### config.mk
export PLATFORM = sky130hd
export DESIGN_NAME = hdc_holdover_ctrl
export DESIGN_NICKNAME = d
export VERILOG_FILES = /design/src/hw/hdc_pkg.sv /design/src/hw/hdc_trip_cmp.sv /design/src/hw/hdc_exit_counter.sv /design/src/hw/hdc_holdover_ctrl.sv
export SDC_FILE = /design/constraint.sdc
export NUM_CORES = 1
export LEC_CHECK = 0
export BUFFER_PORTS_ARGS = -buffer_cell sky130_fd_sc_hd__buf_2
export CORE_MARGIN = 1
export CORE_UTILIZATION = 55
export CTS_CLUSTER_DIAMETER = 120
export DETAILED_ROUTE_END_ITERATION = 10
export HOLD_SLACK_MARGIN = 0.12
export PLACE_DENSITY = 0.76
export SYNTH_ARGS = -nofsm -noshare
export SYNTH_HDL_FRONTEND = slang
export SYNTH_SLANG_ARGS = --single-unit
### constraint.sdc
create_clock -name aclk -period 8.4 [get_ports aclk]
set_clock_uncertainty 0.1 [all_clocks]
set_input_delay 0.42 -clock aclk [delete_from_list [all_inputs] [get_ports aclk]]
set_output_delay 0.42 -clock aclk [all_outputs]
set_load 0.005 [all_outputs]
### src/hw/hdc_pkg.sv
/*
  hdc_pkg: register map, field positions, reset values and encodings for the
  holdover and tuning DAC control block.
  Assumes a 32-bit AXI4-Lite register bus with 12-bit byte addresses.
*/
package hdc_pkg;
  // byte addresses: four times the register index
  localparam logic [11:0] ADDR_SWITCH_CFG  = 12'h034;
  localparam logic [11:0] ADDR_TRIP_CFG    = 12'h038;
  localparam logic [11:0] ADDR_DAC_CTRL    = 12'h03C;
  localparam logic [11:0] ADDR_XTAL_CFG    = 12'h040;
  localparam logic [11:0] ADDR_READBACK    = 12'h05C;
  localparam logic [11:0] ADDR_LF_DLY_CFG  = 12'h060;
  localparam logic [11:0] ADDR_STATUS      = 12'h080;

  // writable bits; everything else reads as zero
  localparam logic [31:0] MASK_SWITCH_CFG  = 32'h0000_8000;
  localparam logic [31:0] MASK_TRIP_CFG    = 32'h000F_CFE0;
  localparam logic [31:0] MASK_DAC_CTRL    = 32'hFFDF_FFE0;
  localparam logic [31:0] MASK_XTAL_CFG    = 32'hC000_0000;
  localparam logic [31:0] MASK_LF_DLY_CFG  = 32'hFF77_7700;

  localparam logic [31:0] RST_REG          = 32'h0000_0000;

  // field positions
  localparam int LOCK_MASK_BIT   = 15;
  localparam int CEIL_TRIP_LSB   = 14;
  localparam int FLOOR_TRIP_LSB  = 6;
  localparam int RAIL_EN_BIT     = 5;
  localparam int FIXED_VAL_LSB   = 22;
  localparam int FIXED_SEL_BIT   = 20;
  localparam int EXIT_CNT_LSB    = 6;
  localparam int FORCE_BIT       = 5;
  localparam int CRYSTAL_DRIVE_LEVEL_LSB    = 30;
  localparam int READBACK_LSB    = 14;
  localparam int C4_LSB          = 28;
  localparam int C3_LSB          = 24;
  localparam int R4_LSB          = 20;
  localparam int R3_LSB          = 16;
  localparam int FB_DLY_LSB      = 12;
  localparam int REF_DLY_LSB     = 8;

  // widths
  localparam int DAC_W  = 10;
  localparam int TRIP_W = 6;
  localparam int CNT_W  = 14;

  // full-scale figures for the trip comparison
  localparam logic [15:0] DAC_FULL_SCALE = 16'h03FF;
  localparam logic [6:0]  TRIP_STEPS     = 7'h40;

  localparam logic [1:0] RESP_OKAY   = 2'h0;
  localparam logic [1:0] RESP_SLVERR = 2'h2;

  typedef enum logic [1:0] {
    HDC_TRACK = 2'b00,
    HDC_HOLD  = 2'b01
  } hdc_state_t;
endpackage

### src/hw/hdc_trip_cmp.sv
/*
  hdc_trip_cmp: compares a DAC code against a six-bit trip threshold.
  Floor form trips at or below (n+1)/64 of full scale, ceiling form at or
  above full scale less (n+1)/64. Pure combinational; caller registers.
*/
`timescale 1ns/100ps
module hdc_trip_cmp #(
  parameter bit IS_CEIL = 1'b0
) (
  // compare operands
  input  wire logic [9:0] code,
  input  wire logic [5:0] thr,
  // result
  output logic            hit
);
  logic [15:0] code_scaled;
  logic [6:0]  steps;
  logic [31:0] level_full;
  logic [15:0] level;

  // scale both sides by 64*1023 so the comparison is exact
  assign code_scaled = {code, 6'h00};
  assign steps       = IS_CEIL ? (hdc_pkg::TRIP_STEPS - 7'h01 - {1'b0, thr})
                               : ({1'b0, thr} + 7'h01);
  assign level_full  = {25'h0000000, steps} * {16'h0000, hdc_pkg::DAC_FULL_SCALE};
  assign level       = level_full[15:0];
  assign hit         = IS_CEIL ? (code_scaled >= level) : (code_scaled <= level);
endmodule // hdc_trip_cmp

### src/hw/hdc_exit_counter.sv
/*
  hdc_exit_counter: counts phase-detector ticks during which the loop lock
  indication stays high; done once the programmed count is reached.
  Assumes tick and lock are synchronous to clk.
*/
`timescale 1ns/100ps
module hdc_exit_counter (
  // clock, reset and enable
  input  wire logic        clk,
  input  wire logic        rst_n,
  input  wire logic        ce,
  // control
  input  wire logic        clear,
  input  wire logic        tick,
  input  wire logic        lock,
  input  wire logic [13:0] target,
  // result
  output logic             done_q
);
  logic [13:0] cnt_q;
  logic [13:0] cnt_d;
  logic [13:0] goal;

  // code 0 is reserved; treated as 1 so the block cannot leave at once
  assign goal  = (target == 14'h0000) ? 14'h0001 : target;
  assign cnt_d = (clear || !lock) ? 14'h0000 :
                 (tick && cnt_q < goal) ? cnt_q + 14'h0001 : cnt_q;

  always_ff @(posedge clk) begin
    if (!rst_n) begin
      cnt_q  <= 14'h0000;
      done_q <= 1'b0;
    end else if (ce) begin
      cnt_q  <= cnt_d;
      done_q <= (cnt_d >= goal);
    end
  end
endmodule // hdc_exit_counter

### src/hw/hdc_holdover_ctrl.sv
/*
  hdc_holdover_ctrl: AXI4-Lite register file and holdover control for the
  first loop's tuning DAC: trip detection, fixed/tracked DAC, forced
  holdover, lock-count exit, plus static loop-filter and delay settings.
  Assumes dac_track_in, pd_tick and loop1_lock_indicator are synchronous
  to aclk; pd_tick is high one cycle per phase-detector period.
*/
// Decided for this implementation: the register offsets and the AXI4-Lite interface to the registers.
`timescale 1ns/100ps
module hdc_holdover_ctrl (
  // clock, reset, enable
  input  wire logic        aclk,
  input  wire logic        aresetn,
  input  wire logic        ce,
  // axi4-lite write address and data
  input  wire logic [11:0] s_axi_awaddr,
  input  wire logic        s_axi_awvalid,
  output logic             s_axi_awready,
  input  wire logic [31:0] s_axi_wdata,
  input  wire logic [3:0]  s_axi_wstrb,
  input  wire logic        s_axi_wvalid,
  output logic             s_axi_wready,
  // axi4-lite write response
  output logic [1:0]       s_axi_bresp,
  output logic             s_axi_bvalid,
  input  wire logic        s_axi_bready,
  // axi4-lite read
  input  wire logic [11:0] s_axi_araddr,
  input  wire logic        s_axi_arvalid,
  output logic             s_axi_arready,
  output logic [31:0]      s_axi_rdata,
  output logic [1:0]       s_axi_rresp,
  output logic             s_axi_rvalid,
  input  wire logic        s_axi_rready,
  // first loop inputs
  input  wire logic [9:0]  dac_track_in,
  input  wire logic        pd_tick,
  input  wire logic        loop1_lock_indicator,
  // tuning dac and status
  output logic [9:0]       dac_code_q,
  output logic             holdover_q,
  output logic             switch_event_q,
  output logic             dac_floor_flag_q,
  output logic             dac_ceiling_flag_q,
  // static analog settings
  output logic [1:0]       crystal_drive_level,
  output logic [3:0]       loop2_cap_c4_select,
  output logic [3:0]       loop2_cap_c3_select,
  output logic [2:0]       loop2_res_r4_select,
  output logic [2:0]       loop2_res_r3_select,
  output logic [2:0]       loop1_feedback_delay,
  output logic [2:0]       loop1_reference_delay
);
  // register bank
  logic [31:0] switch_cfg_q, trip_cfg_q, dac_ctrl_q, xtal_cfg_q, lf_dly_cfg_q;
  logic [9:0]  trk_q;
  logic        lock_prev_q;
  hdc_pkg::hdc_state_t state_q, state_d;

  // bus state
  logic        aw_have_q, w_have_q;
  logic [11:0] aw_addr_q;
  logic [31:0] w_data_q;
  logic [3:0]  w_strb_q;

  function automatic logic [31:0] merge(input logic [31:0] old_v,
                                        input logic [31:0] new_v,
                                        input logic [3:0]  strb,
                                        input logic [31:0] mask);
    logic [31:0] m;
    m = {{8{strb[3]}}, {8{strb[2]}}, {8{strb[1]}}, {8{strb[0]}}} & mask;
    merge = (old_v & ~m) | (new_v & m);
  endfunction

  // write channel handshakes
  wire aw_take    = s_axi_awvalid & s_axi_awready;
  wire w_take     = s_axi_wvalid & s_axi_wready;
  wire do_write   = aw_have_q & w_have_q & ~s_axi_bvalid;
  wire aw_have_d  = do_write ? 1'b0 : (aw_have_q | aw_take);
  wire w_have_d   = do_write ? 1'b0 : (w_have_q | w_take);
  wire bvalid_d   = do_write | (s_axi_bvalid & ~s_axi_bready);

  // write decode
  wire wr_switch  = do_write && aw_addr_q == hdc_pkg::ADDR_SWITCH_CFG;
  wire wr_trip    = do_write && aw_addr_q == hdc_pkg::ADDR_TRIP_CFG;
  wire wr_ctrl    = do_write && aw_addr_q == hdc_pkg::ADDR_DAC_CTRL;
  wire wr_xtal    = do_write && aw_addr_q == hdc_pkg::ADDR_XTAL_CFG;
  wire wr_lf      = do_write && aw_addr_q == hdc_pkg::ADDR_LF_DLY_CFG;
  wire wr_ok      = wr_switch | wr_trip | wr_ctrl | wr_xtal | wr_lf;

  // read channel
  wire ar_take    = s_axi_arvalid & s_axi_arready;
  wire rvalid_d   = ar_take | (s_axi_rvalid & ~s_axi_rready);
  wire [31:0] status_word = {27'h0000000, loop1_lock_indicator, dac_ceiling_flag_q,
                             dac_floor_flag_q, switch_event_q, holdover_q};
  // read-back holds only the tracked code; writes to it are refused
  wire [31:0] readback_word = {8'h00, trk_q, 14'h0000};
  logic [31:0] rd_word;
  logic        rd_ok;
  always_comb begin
    rd_ok   = 1'b1;
    rd_word = 32'h0000_0000;
    if (s_axi_araddr == hdc_pkg::ADDR_SWITCH_CFG) begin
      rd_word = switch_cfg_q;
    end else if (s_axi_araddr == hdc_pkg::ADDR_TRIP_CFG) begin
      rd_word = trip_cfg_q;
    end else if (s_axi_araddr == hdc_pkg::ADDR_DAC_CTRL) begin
      rd_word = dac_ctrl_q;
    end else if (s_axi_araddr == hdc_pkg::ADDR_XTAL_CFG) begin
      rd_word = xtal_cfg_q;
    end else if (s_axi_araddr == hdc_pkg::ADDR_READBACK) begin
      rd_word = readback_word;
    end else if (s_axi_araddr == hdc_pkg::ADDR_LF_DLY_CFG) begin
      rd_word = lf_dly_cfg_q;
    end else if (s_axi_araddr == hdc_pkg::ADDR_STATUS) begin
      rd_word = status_word;
    end else begin
      rd_ok = 1'b0;
    end
  end

  // field views
  wire        lock_mask   = switch_cfg_q[hdc_pkg::LOCK_MASK_BIT];
  wire [5:0]  floor_thr   = trip_cfg_q[hdc_pkg::FLOOR_TRIP_LSB +: hdc_pkg::TRIP_W];
  wire [5:0]  ceil_thr    = trip_cfg_q[hdc_pkg::CEIL_TRIP_LSB +: hdc_pkg::TRIP_W];
  wire        rail_en     = trip_cfg_q[hdc_pkg::RAIL_EN_BIT];
  wire [9:0]  fixed_val   = dac_ctrl_q[hdc_pkg::FIXED_VAL_LSB +: hdc_pkg::DAC_W];
  wire        fixed_sel   = dac_ctrl_q[hdc_pkg::FIXED_SEL_BIT];
  wire [13:0] exit_cnt    = dac_ctrl_q[hdc_pkg::EXIT_CNT_LSB +: hdc_pkg::CNT_W];
  wire        force_hold  = dac_ctrl_q[hdc_pkg::FORCE_BIT];

  // static settings come straight from register flops; reserved codes are
  // passed through unchanged, software must keep out of them
  assign crystal_drive_level   = xtal_cfg_q[hdc_pkg::CRYSTAL_DRIVE_LEVEL_LSB +: 2];
  assign loop2_cap_c4_select   = lf_dly_cfg_q[hdc_pkg::C4_LSB +: 4];
  assign loop2_cap_c3_select   = lf_dly_cfg_q[hdc_pkg::C3_LSB +: 4];
  assign loop2_res_r4_select   = lf_dly_cfg_q[hdc_pkg::R4_LSB +: 3];
  assign loop2_res_r3_select   = lf_dly_cfg_q[hdc_pkg::R3_LSB +: 3];
  assign loop1_feedback_delay  = lf_dly_cfg_q[hdc_pkg::FB_DLY_LSB +: 3];
  assign loop1_reference_delay = lf_dly_cfg_q[hdc_pkg::REF_DLY_LSB +: 3];

  // trip detection on the code actually driven onto the DAC
  logic floor_hit, ceil_hit;
  hdc_trip_cmp #(.IS_CEIL(1'b0)) u_floor (
    .code (dac_code_q),
    .thr  (floor_thr),
    .hit  (floor_hit)
  );
  hdc_trip_cmp #(.IS_CEIL(1'b1)) u_ceil (
    .code (dac_code_q),
    .thr  (ceil_thr),
    .hit  (ceil_hit)
  );

  wire rail_trip  = rail_en & (floor_hit | ceil_hit);
  wire trip_rise  = rail_trip & ~(rail_en & (dac_floor_flag_q | dac_ceiling_flag_q));
  wire lock_fall  = lock_prev_q & ~loop1_lock_indicator;
  wire lock_event = lock_fall & ~lock_mask;
  // forcing is deliberately absent from the switch term
  wire switch_d   = (rail_en & trip_rise) | lock_event;

  // holdover state
  logic exit_done;
  hdc_exit_counter u_exit (
    .clk    (aclk),
    .rst_n  (aresetn),
    .ce     (ce),
    .clear  (state_q == hdc_pkg::HDC_TRACK),
    .tick   (pd_tick),
    .lock   (loop1_lock_indicator),
    .target (exit_cnt),
    .done_q (exit_done)
  );

  always_comb begin
    state_d = state_q;
    case (state_q)
      hdc_pkg::HDC_TRACK: begin
        if (force_hold || rail_trip || lock_event) begin
          state_d = hdc_pkg::HDC_HOLD;
        end
      end
      hdc_pkg::HDC_HOLD: begin
        // done is a flop, so lock must still stand in this very cycle
        if (!force_hold && !rail_trip && exit_done && loop1_lock_indicator) begin
          state_d = hdc_pkg::HDC_TRACK;
        end
      end
      default: state_d = hdc_pkg::HDC_TRACK;
    endcase
  end

  wire hold_d = (state_d == hdc_pkg::HDC_HOLD);
  // in holdover the tracked register is frozen, so it holds the last value
  wire [9:0] dac_d = fixed_sel ? fixed_val :
                     (hold_d ? trk_q : dac_track_in);

  always_ff @(posedge aclk) begin
    if (!aresetn) begin
      state_q            <= hdc_pkg::HDC_TRACK;
      holdover_q         <= 1'b0;
      dac_code_q         <= 10'h000;
      trk_q              <= 10'h000;
      lock_prev_q        <= 1'b0;
      switch_event_q     <= 1'b0;
      dac_floor_flag_q   <= 1'b0;
      dac_ceiling_flag_q <= 1'b0;
    end else if (ce) begin
      state_q            <= state_d;
      holdover_q         <= hold_d;
      dac_code_q         <= dac_d;
      if (!hold_d) begin
        trk_q            <= dac_track_in;
      end
      lock_prev_q        <= loop1_lock_indicator;
      switch_event_q     <= switch_d;
      dac_floor_flag_q   <= floor_hit;
      dac_ceiling_flag_q <= ceil_hit;
    end
  end

  // register writes; the read-back address never takes a write
  always_ff @(posedge aclk) begin
    if (!aresetn) begin
      switch_cfg_q <= hdc_pkg::RST_REG;
      trip_cfg_q   <= hdc_pkg::RST_REG;
      dac_ctrl_q   <= hdc_pkg::RST_REG;
      xtal_cfg_q   <= hdc_pkg::RST_REG;
      lf_dly_cfg_q <= hdc_pkg::RST_REG;
    end else if (ce) begin
      if (wr_switch) switch_cfg_q <= merge(switch_cfg_q, w_data_q, w_strb_q,
                                           hdc_pkg::MASK_SWITCH_CFG);
      if (wr_trip)   trip_cfg_q   <= merge(trip_cfg_q, w_data_q, w_strb_q,
                                           hdc_pkg::MASK_TRIP_CFG);
      if (wr_ctrl)   dac_ctrl_q   <= merge(dac_ctrl_q, w_data_q, w_strb_q,
                                           hdc_pkg::MASK_DAC_CTRL);
      if (wr_xtal)   xtal_cfg_q   <= merge(xtal_cfg_q, w_data_q, w_strb_q,
                                           hdc_pkg::MASK_XTAL_CFG);
      if (wr_lf)     lf_dly_cfg_q <= merge(lf_dly_cfg_q, w_data_q, w_strb_q,
                                           hdc_pkg::MASK_LF_DLY_CFG);
    end
  end

  // axi channel registers
  always_ff @(posedge aclk) begin
    if (!aresetn) begin
      aw_have_q     <= 1'b0;
      w_have_q      <= 1'b0;
      aw_addr_q     <= 12'h000;
      w_data_q      <= 32'h0000_0000;
      w_strb_q      <= 4'h0;
      s_axi_awready <= 1'b0;
      s_axi_wready  <= 1'b0;
      s_axi_bvalid  <= 1'b0;
      s_axi_bresp   <= hdc_pkg::RESP_OKAY;
      s_axi_arready <= 1'b0;
      s_axi_rvalid  <= 1'b0;
      s_axi_rdata   <= 32'h0000_0000;
      s_axi_rresp   <= hdc_pkg::RESP_OKAY;
    end else if (ce) begin
      aw_have_q     <= aw_have_d;
      w_have_q      <= w_have_d;
      if (aw_take) aw_addr_q <= s_axi_awaddr;
      if (w_take) begin
        w_data_q    <= s_axi_wdata;
        w_strb_q    <= s_axi_wstrb;
      end
      s_axi_awready <= ~aw_have_d & ~bvalid_d;
      s_axi_wready  <= ~w_have_d & ~bvalid_d;
      s_axi_bvalid  <= bvalid_d;
      if (do_write) s_axi_bresp <= wr_ok ? hdc_pkg::RESP_OKAY : hdc_pkg::RESP_SLVERR;
      s_axi_arready <= ~rvalid_d;
      s_axi_rvalid  <= rvalid_d;
      if (ar_take) begin
        s_axi_rdata <= rd_word;
        s_axi_rresp <= rd_ok ? hdc_pkg::RESP_OKAY : hdc_pkg::RESP_SLVERR;
      end
    end
  end
endmodule // hdc_holdover_ctrl

==> summary.md <==
The logs give 1 for the number of antenna violations at the first check in global routing and 0 for the number of failing setup endpoints in the final timing report. At the end of routability-driven placement, the weighted congestion stood at 0.954. After synthesis, the share of flip-flops with an asynchronous set or reset is 0%. Summed over all layers, the global routing overflow is 0. In this run the worst path has a maximum fanout of 11.

Of the post-synthesis cell area, the dominant cell type holds 31.2%. The die height came out at 150 um. After clock tree synthesis, the clock-pin slew on the worst setup and hold paths is 0.08 ns. The maximum single-stage delay on the critical path is 0.67 ns, and the number of remaining DRC errors is 0. In this run the post-CTS setup repair buffer count came out at 0. The tools report the final max-slew violation count as 0. Clock net sink count: 188. Hold-critical path endpoint: w_data_q[21]$_SDFFE_PN0P_. The critical path is of the flip-flop to flip-flop type.

For the worst flop-to-flop path, the logic depth is 24. For the pin with the worst max-slew slack, the measured transition is 0.911 ns. Global routing consumed, over all layers together, 29.7% of the routing resources.

Post-place instance area: 13,000 um2. The class of the worst hold path was input port to flip-flop. After legalization and detailed placement, the total HPWL measured 24,300 um. The run gives 4 as the count of H-tree levels built during CTS.

For this run, the leading register cell type out of synthesis is dfxtp_1. The worst flop-to-flop path endpoint was dac_code_q[8]$_SDFFE_PN0P_. The count of state elements after synthesis works out to 188. After routing, the total negative slack on setup checks comes to 0 ns. On the critical path the largest part of the delay comes from adder cells.

The area of the die was 22,500 um2; the final instance area was 13,700 um2. The number of buffers inserted by port buffering was 149; the via count of the routed design was 10,500. The startpoint identified for the worst hold timing path is s_axi_wdata[21]. For the number of clock buffers inserted by TritonCTS, the log shows 17. During synthesis, Yosys emitted a total of 0 warnings. The run gives 1,786 as the count of filler cells inserted in the layout. The area added between synthesis and finish is 13.4%, and the buffer and inverter count on the worst path is 2. For the top achievable clock speed, the log shows 132 MHz. The logs give 157 for the top-level port count and 39.3% for the normalized max-slew margin.

For this design the ratio of total power to cell area is 136 nW/um2. After layout, the worst setup slack is 0.798 ns. The first global-routing pass estimated 51,800 um of wire. The die is 150 um wide.

Cells fill 64.4% of the core in the end. TritonCTS built the clock tree. The first routing iteration left 839 violations.

Traced cell by cell, the critical path runs through ha_1 > nand3_1 > xnor2_1 > inv_1 > fa_1 > fa_1 > inv_1 > fa_1 > fa_1 > ha_1 > or3_1 > a211o_1 > a31o_2 > nor4_1 > nor3_1 > xnor2_1 > ha_1 > nand4_1 > or3_1 > o211a_1 > a21oi_1 > a31o_2 > mux2i_1 > o21ai_0. Entering global routing, the biggest net connects 115 pins. The pre-antenna-repair detailed-routing pass consisted of 7 iterations. Cells with a size suffix above 1 make up 14.5% of the layout. Register-to-register setup slack: 0.80 ns.

After detailed routing, the number of vias per cell comes to 5.84. Kind of capture point of the worst setup path: a flip-flop. The detailed-route wire length per cell was 17.9 um.

The run gives 0 as the number of maximum-capacitance violations. Data on the critical path arrives at its endpoint at 7.80 ns. The area inside the core boundary is 21,200 um2, and the number of enable-type register cells in the synthesized netlist is 0. Yosys attributes the largest share of cell area to dfxtp_1 31%, ha_1 12%, mux2i_1 6.1%. For the synthesized area, the log shows 12,000 um2. The tools report the final count of hold timing violations as 0. The most common cell type on the critical path was fa_1. In the final design database the tool counted 1,736 nets. For the final wirelength, the log shows 32,100 um.

The fraction of the cycle the final worst path needs was 90.5%. Library cell used as clock root buffer: clkbuf_16. The tools report the post-place setup slack as 0.876 ns.

The flow ran to the end, and the final reports show no timing, DRC or antenna violations. The count of nets left with antenna violations once routing finished came out at 0. The number of global-route vias before repair was 10,100; the mean instance size in the synthesized netlist was 8.74 um2.

Worst supply voltage drop on vdd: 0.000138 V. STA classifies the critical path startpoint as a flip-flop. The clock period minus worst slack works out to 7.60 ns. The worst hold path passes through 3 cells. Setup repair after global routing left no endpoint under its margin. The clock passes through at most 2 buffers.

Once the floorplan was initialized, standard cells occupied 56.8% of the core. Gate count of the mapped netlist: 1,379. On the critical path, the stage with the largest delay is an instance of fa_1. The floorplan has 53 rows. STA puts the critical path data required time at 8.60 ns.

Of the synthesized area, sequential elements account for 31.2%. In this run the static leakage power is 0.00599 uW. dfxtp_1 takes more of the synthesized area than any other cell. The later pin in the worst-skew pair is clocked with a latency of 0.44 ns. The run gives 71 as the count of unique library cells instantiated by Yosys.
-- cell type report --
| class | instances | area (um2) | share of cell area (%) |
|---|---|---|---|
| Antenna cell | 1 | 2.50 | 0.0183 |
| Clock buffer | 18 | 429 | 3.14 |
| Clock inverter | 14 | 159 | 1.16 |
| Inverter | 94 | 353 | 2.58 |
| Multi-Input combinational cell | 1036 | 7680 | 56.2 |
| Sequential cell | 188 | 3760 | 27.5 |
| Tap cell | 275 | 344 | 2.52 |
| Timing Repair Buffer | 170 | 928 | 6.79 |
-- worst max path at each step --
stage,to,depth (start not counted),from,slack [ns]
3_5_place_dp,dac_code_q[9]$_SDFFE_PN0P_,24,flip-flop,0.88
5_1_grt,dac_code_q[8]$_SDFFE_PN0P_,24,flip-flop,0.37
4_1_cts,dac_code_q[8]$_SDFFE_PN0P_,24,flip-flop,0.82
2_1_floorplan,dac_code_q[9]$_SDFFE_PN0P_,25,flip-flop,1.39
3_3_place_gp,dac_code_q[9]$_SDFFE_PN0P_,24,flip-flop,0.99
6_report,dac_code_q[8]$_SDFFE_PN0P_,24,flip-flop,0.80
-- metal layers --
metal / part of all wire, % / global-route usage [%] / up-vias
li1: - / - / 5058
met1: 44 / 39.1 / 4962
met2: 46 / 48.2 / 383
met3: 6.8 / 5.24 / 83
met4: 3.3 / 11.8 / 0
met5: 0 / 0 / -
-- power by group --
group | switching (uW) | internal [uW] | total [uW] | leakage, uW
clock | 406 | 401 | 807 | 0.000284
combinational | 67.9 | 52.3 | 120 | 0.00418
sequential | 19.2 | 907 | 926 | 0.00152
-- stage by stage --
step	hold WS [ns]	cells	total power, uW
3_3_place_gp	0.351	1754	1060
4_1_cts	0.123	1795	1860
3_5_place_dp	0.355	1754	1060
6_report	0.129	1796	1850
2_1_floorplan	0.338	1380	1010
5_1_grt	0.130	1796	1910
-- cells in the final DEF (no fill, tap or decap), types with 5 or more instances in the layout --
cell type        n
dfxtp_1        188
nand2_1        177
buf_2          148
ha_1           115
inv_1           94
nor2b_1         81
o21ai_0         76
mux2i_1         74
nor2_1          52
a21boi_0        52
a21oi_1         45
fa_1            34
xnor2_1         30
nand3_1         29
and3_1          27
and2_1          22
a22oi_1         21
nor3_1          19
a31oi_1         17
clkbuf_16       17
nand4_1         13
buf_4           13
nor4_1          12
xor2_1          11
dlygate4sd3_1    9
nand2b_1         8
a222oi_1         8
a21o_1           7
nor3b_1          7
a211oi_1         6
o211ai_1         6
or3_1            6
a22o_1           6
inv_6            6
o21a_1           5
-- cells in the mapped netlist (all sizes together) (14+ instances only) --
cell / count
a21boi: 52
a21oi: 45
a22oi: 21
a31oi: 17
and2: 22
and3: 27
clkbuf: 51
dfxtp: 188
fa: 34
ha: 115
inv: 94
mux2i: 74
nand2: 177
nand3: 30
nand4: 14
nor2: 57
nor2b: 81
nor3: 24
nor4: 16
o21ai: 77
xnor2: 30
-- tightest hold or removal path, delay by kind of cell --
family / cells / cell delay [ns]
AND/OR/NAND/NOR: 1 / 0.05
AO/OA/AOI/OAI: 1 / 0.06
buffers and inverters: 1 / 0.10
-- timing repair --
item                      in CTS  in global routing
gates resized for setup        0                  0
hold buffers                   9                  0
hold endpoints to repair       9                  0
-- kinds of logic (layout without fill, tap and decap cells) --
family                     count (synthesis)  in the layout  synth area share (%)
adders and majority gates                149            149                  17.6
DFF                                      188            188                  31.2
xor gates and xnor gates                  41             41                  2.98
muxes                                     75             75                  6.24
buffers and inverters                    156            296                  5.06
other                                      1              3                0.0311
and+or+nand+nor                          491            491                  21.7
AOI/OAI and AO/OA                        278            278                  15.2
Power figures use the tool's default switching activity.
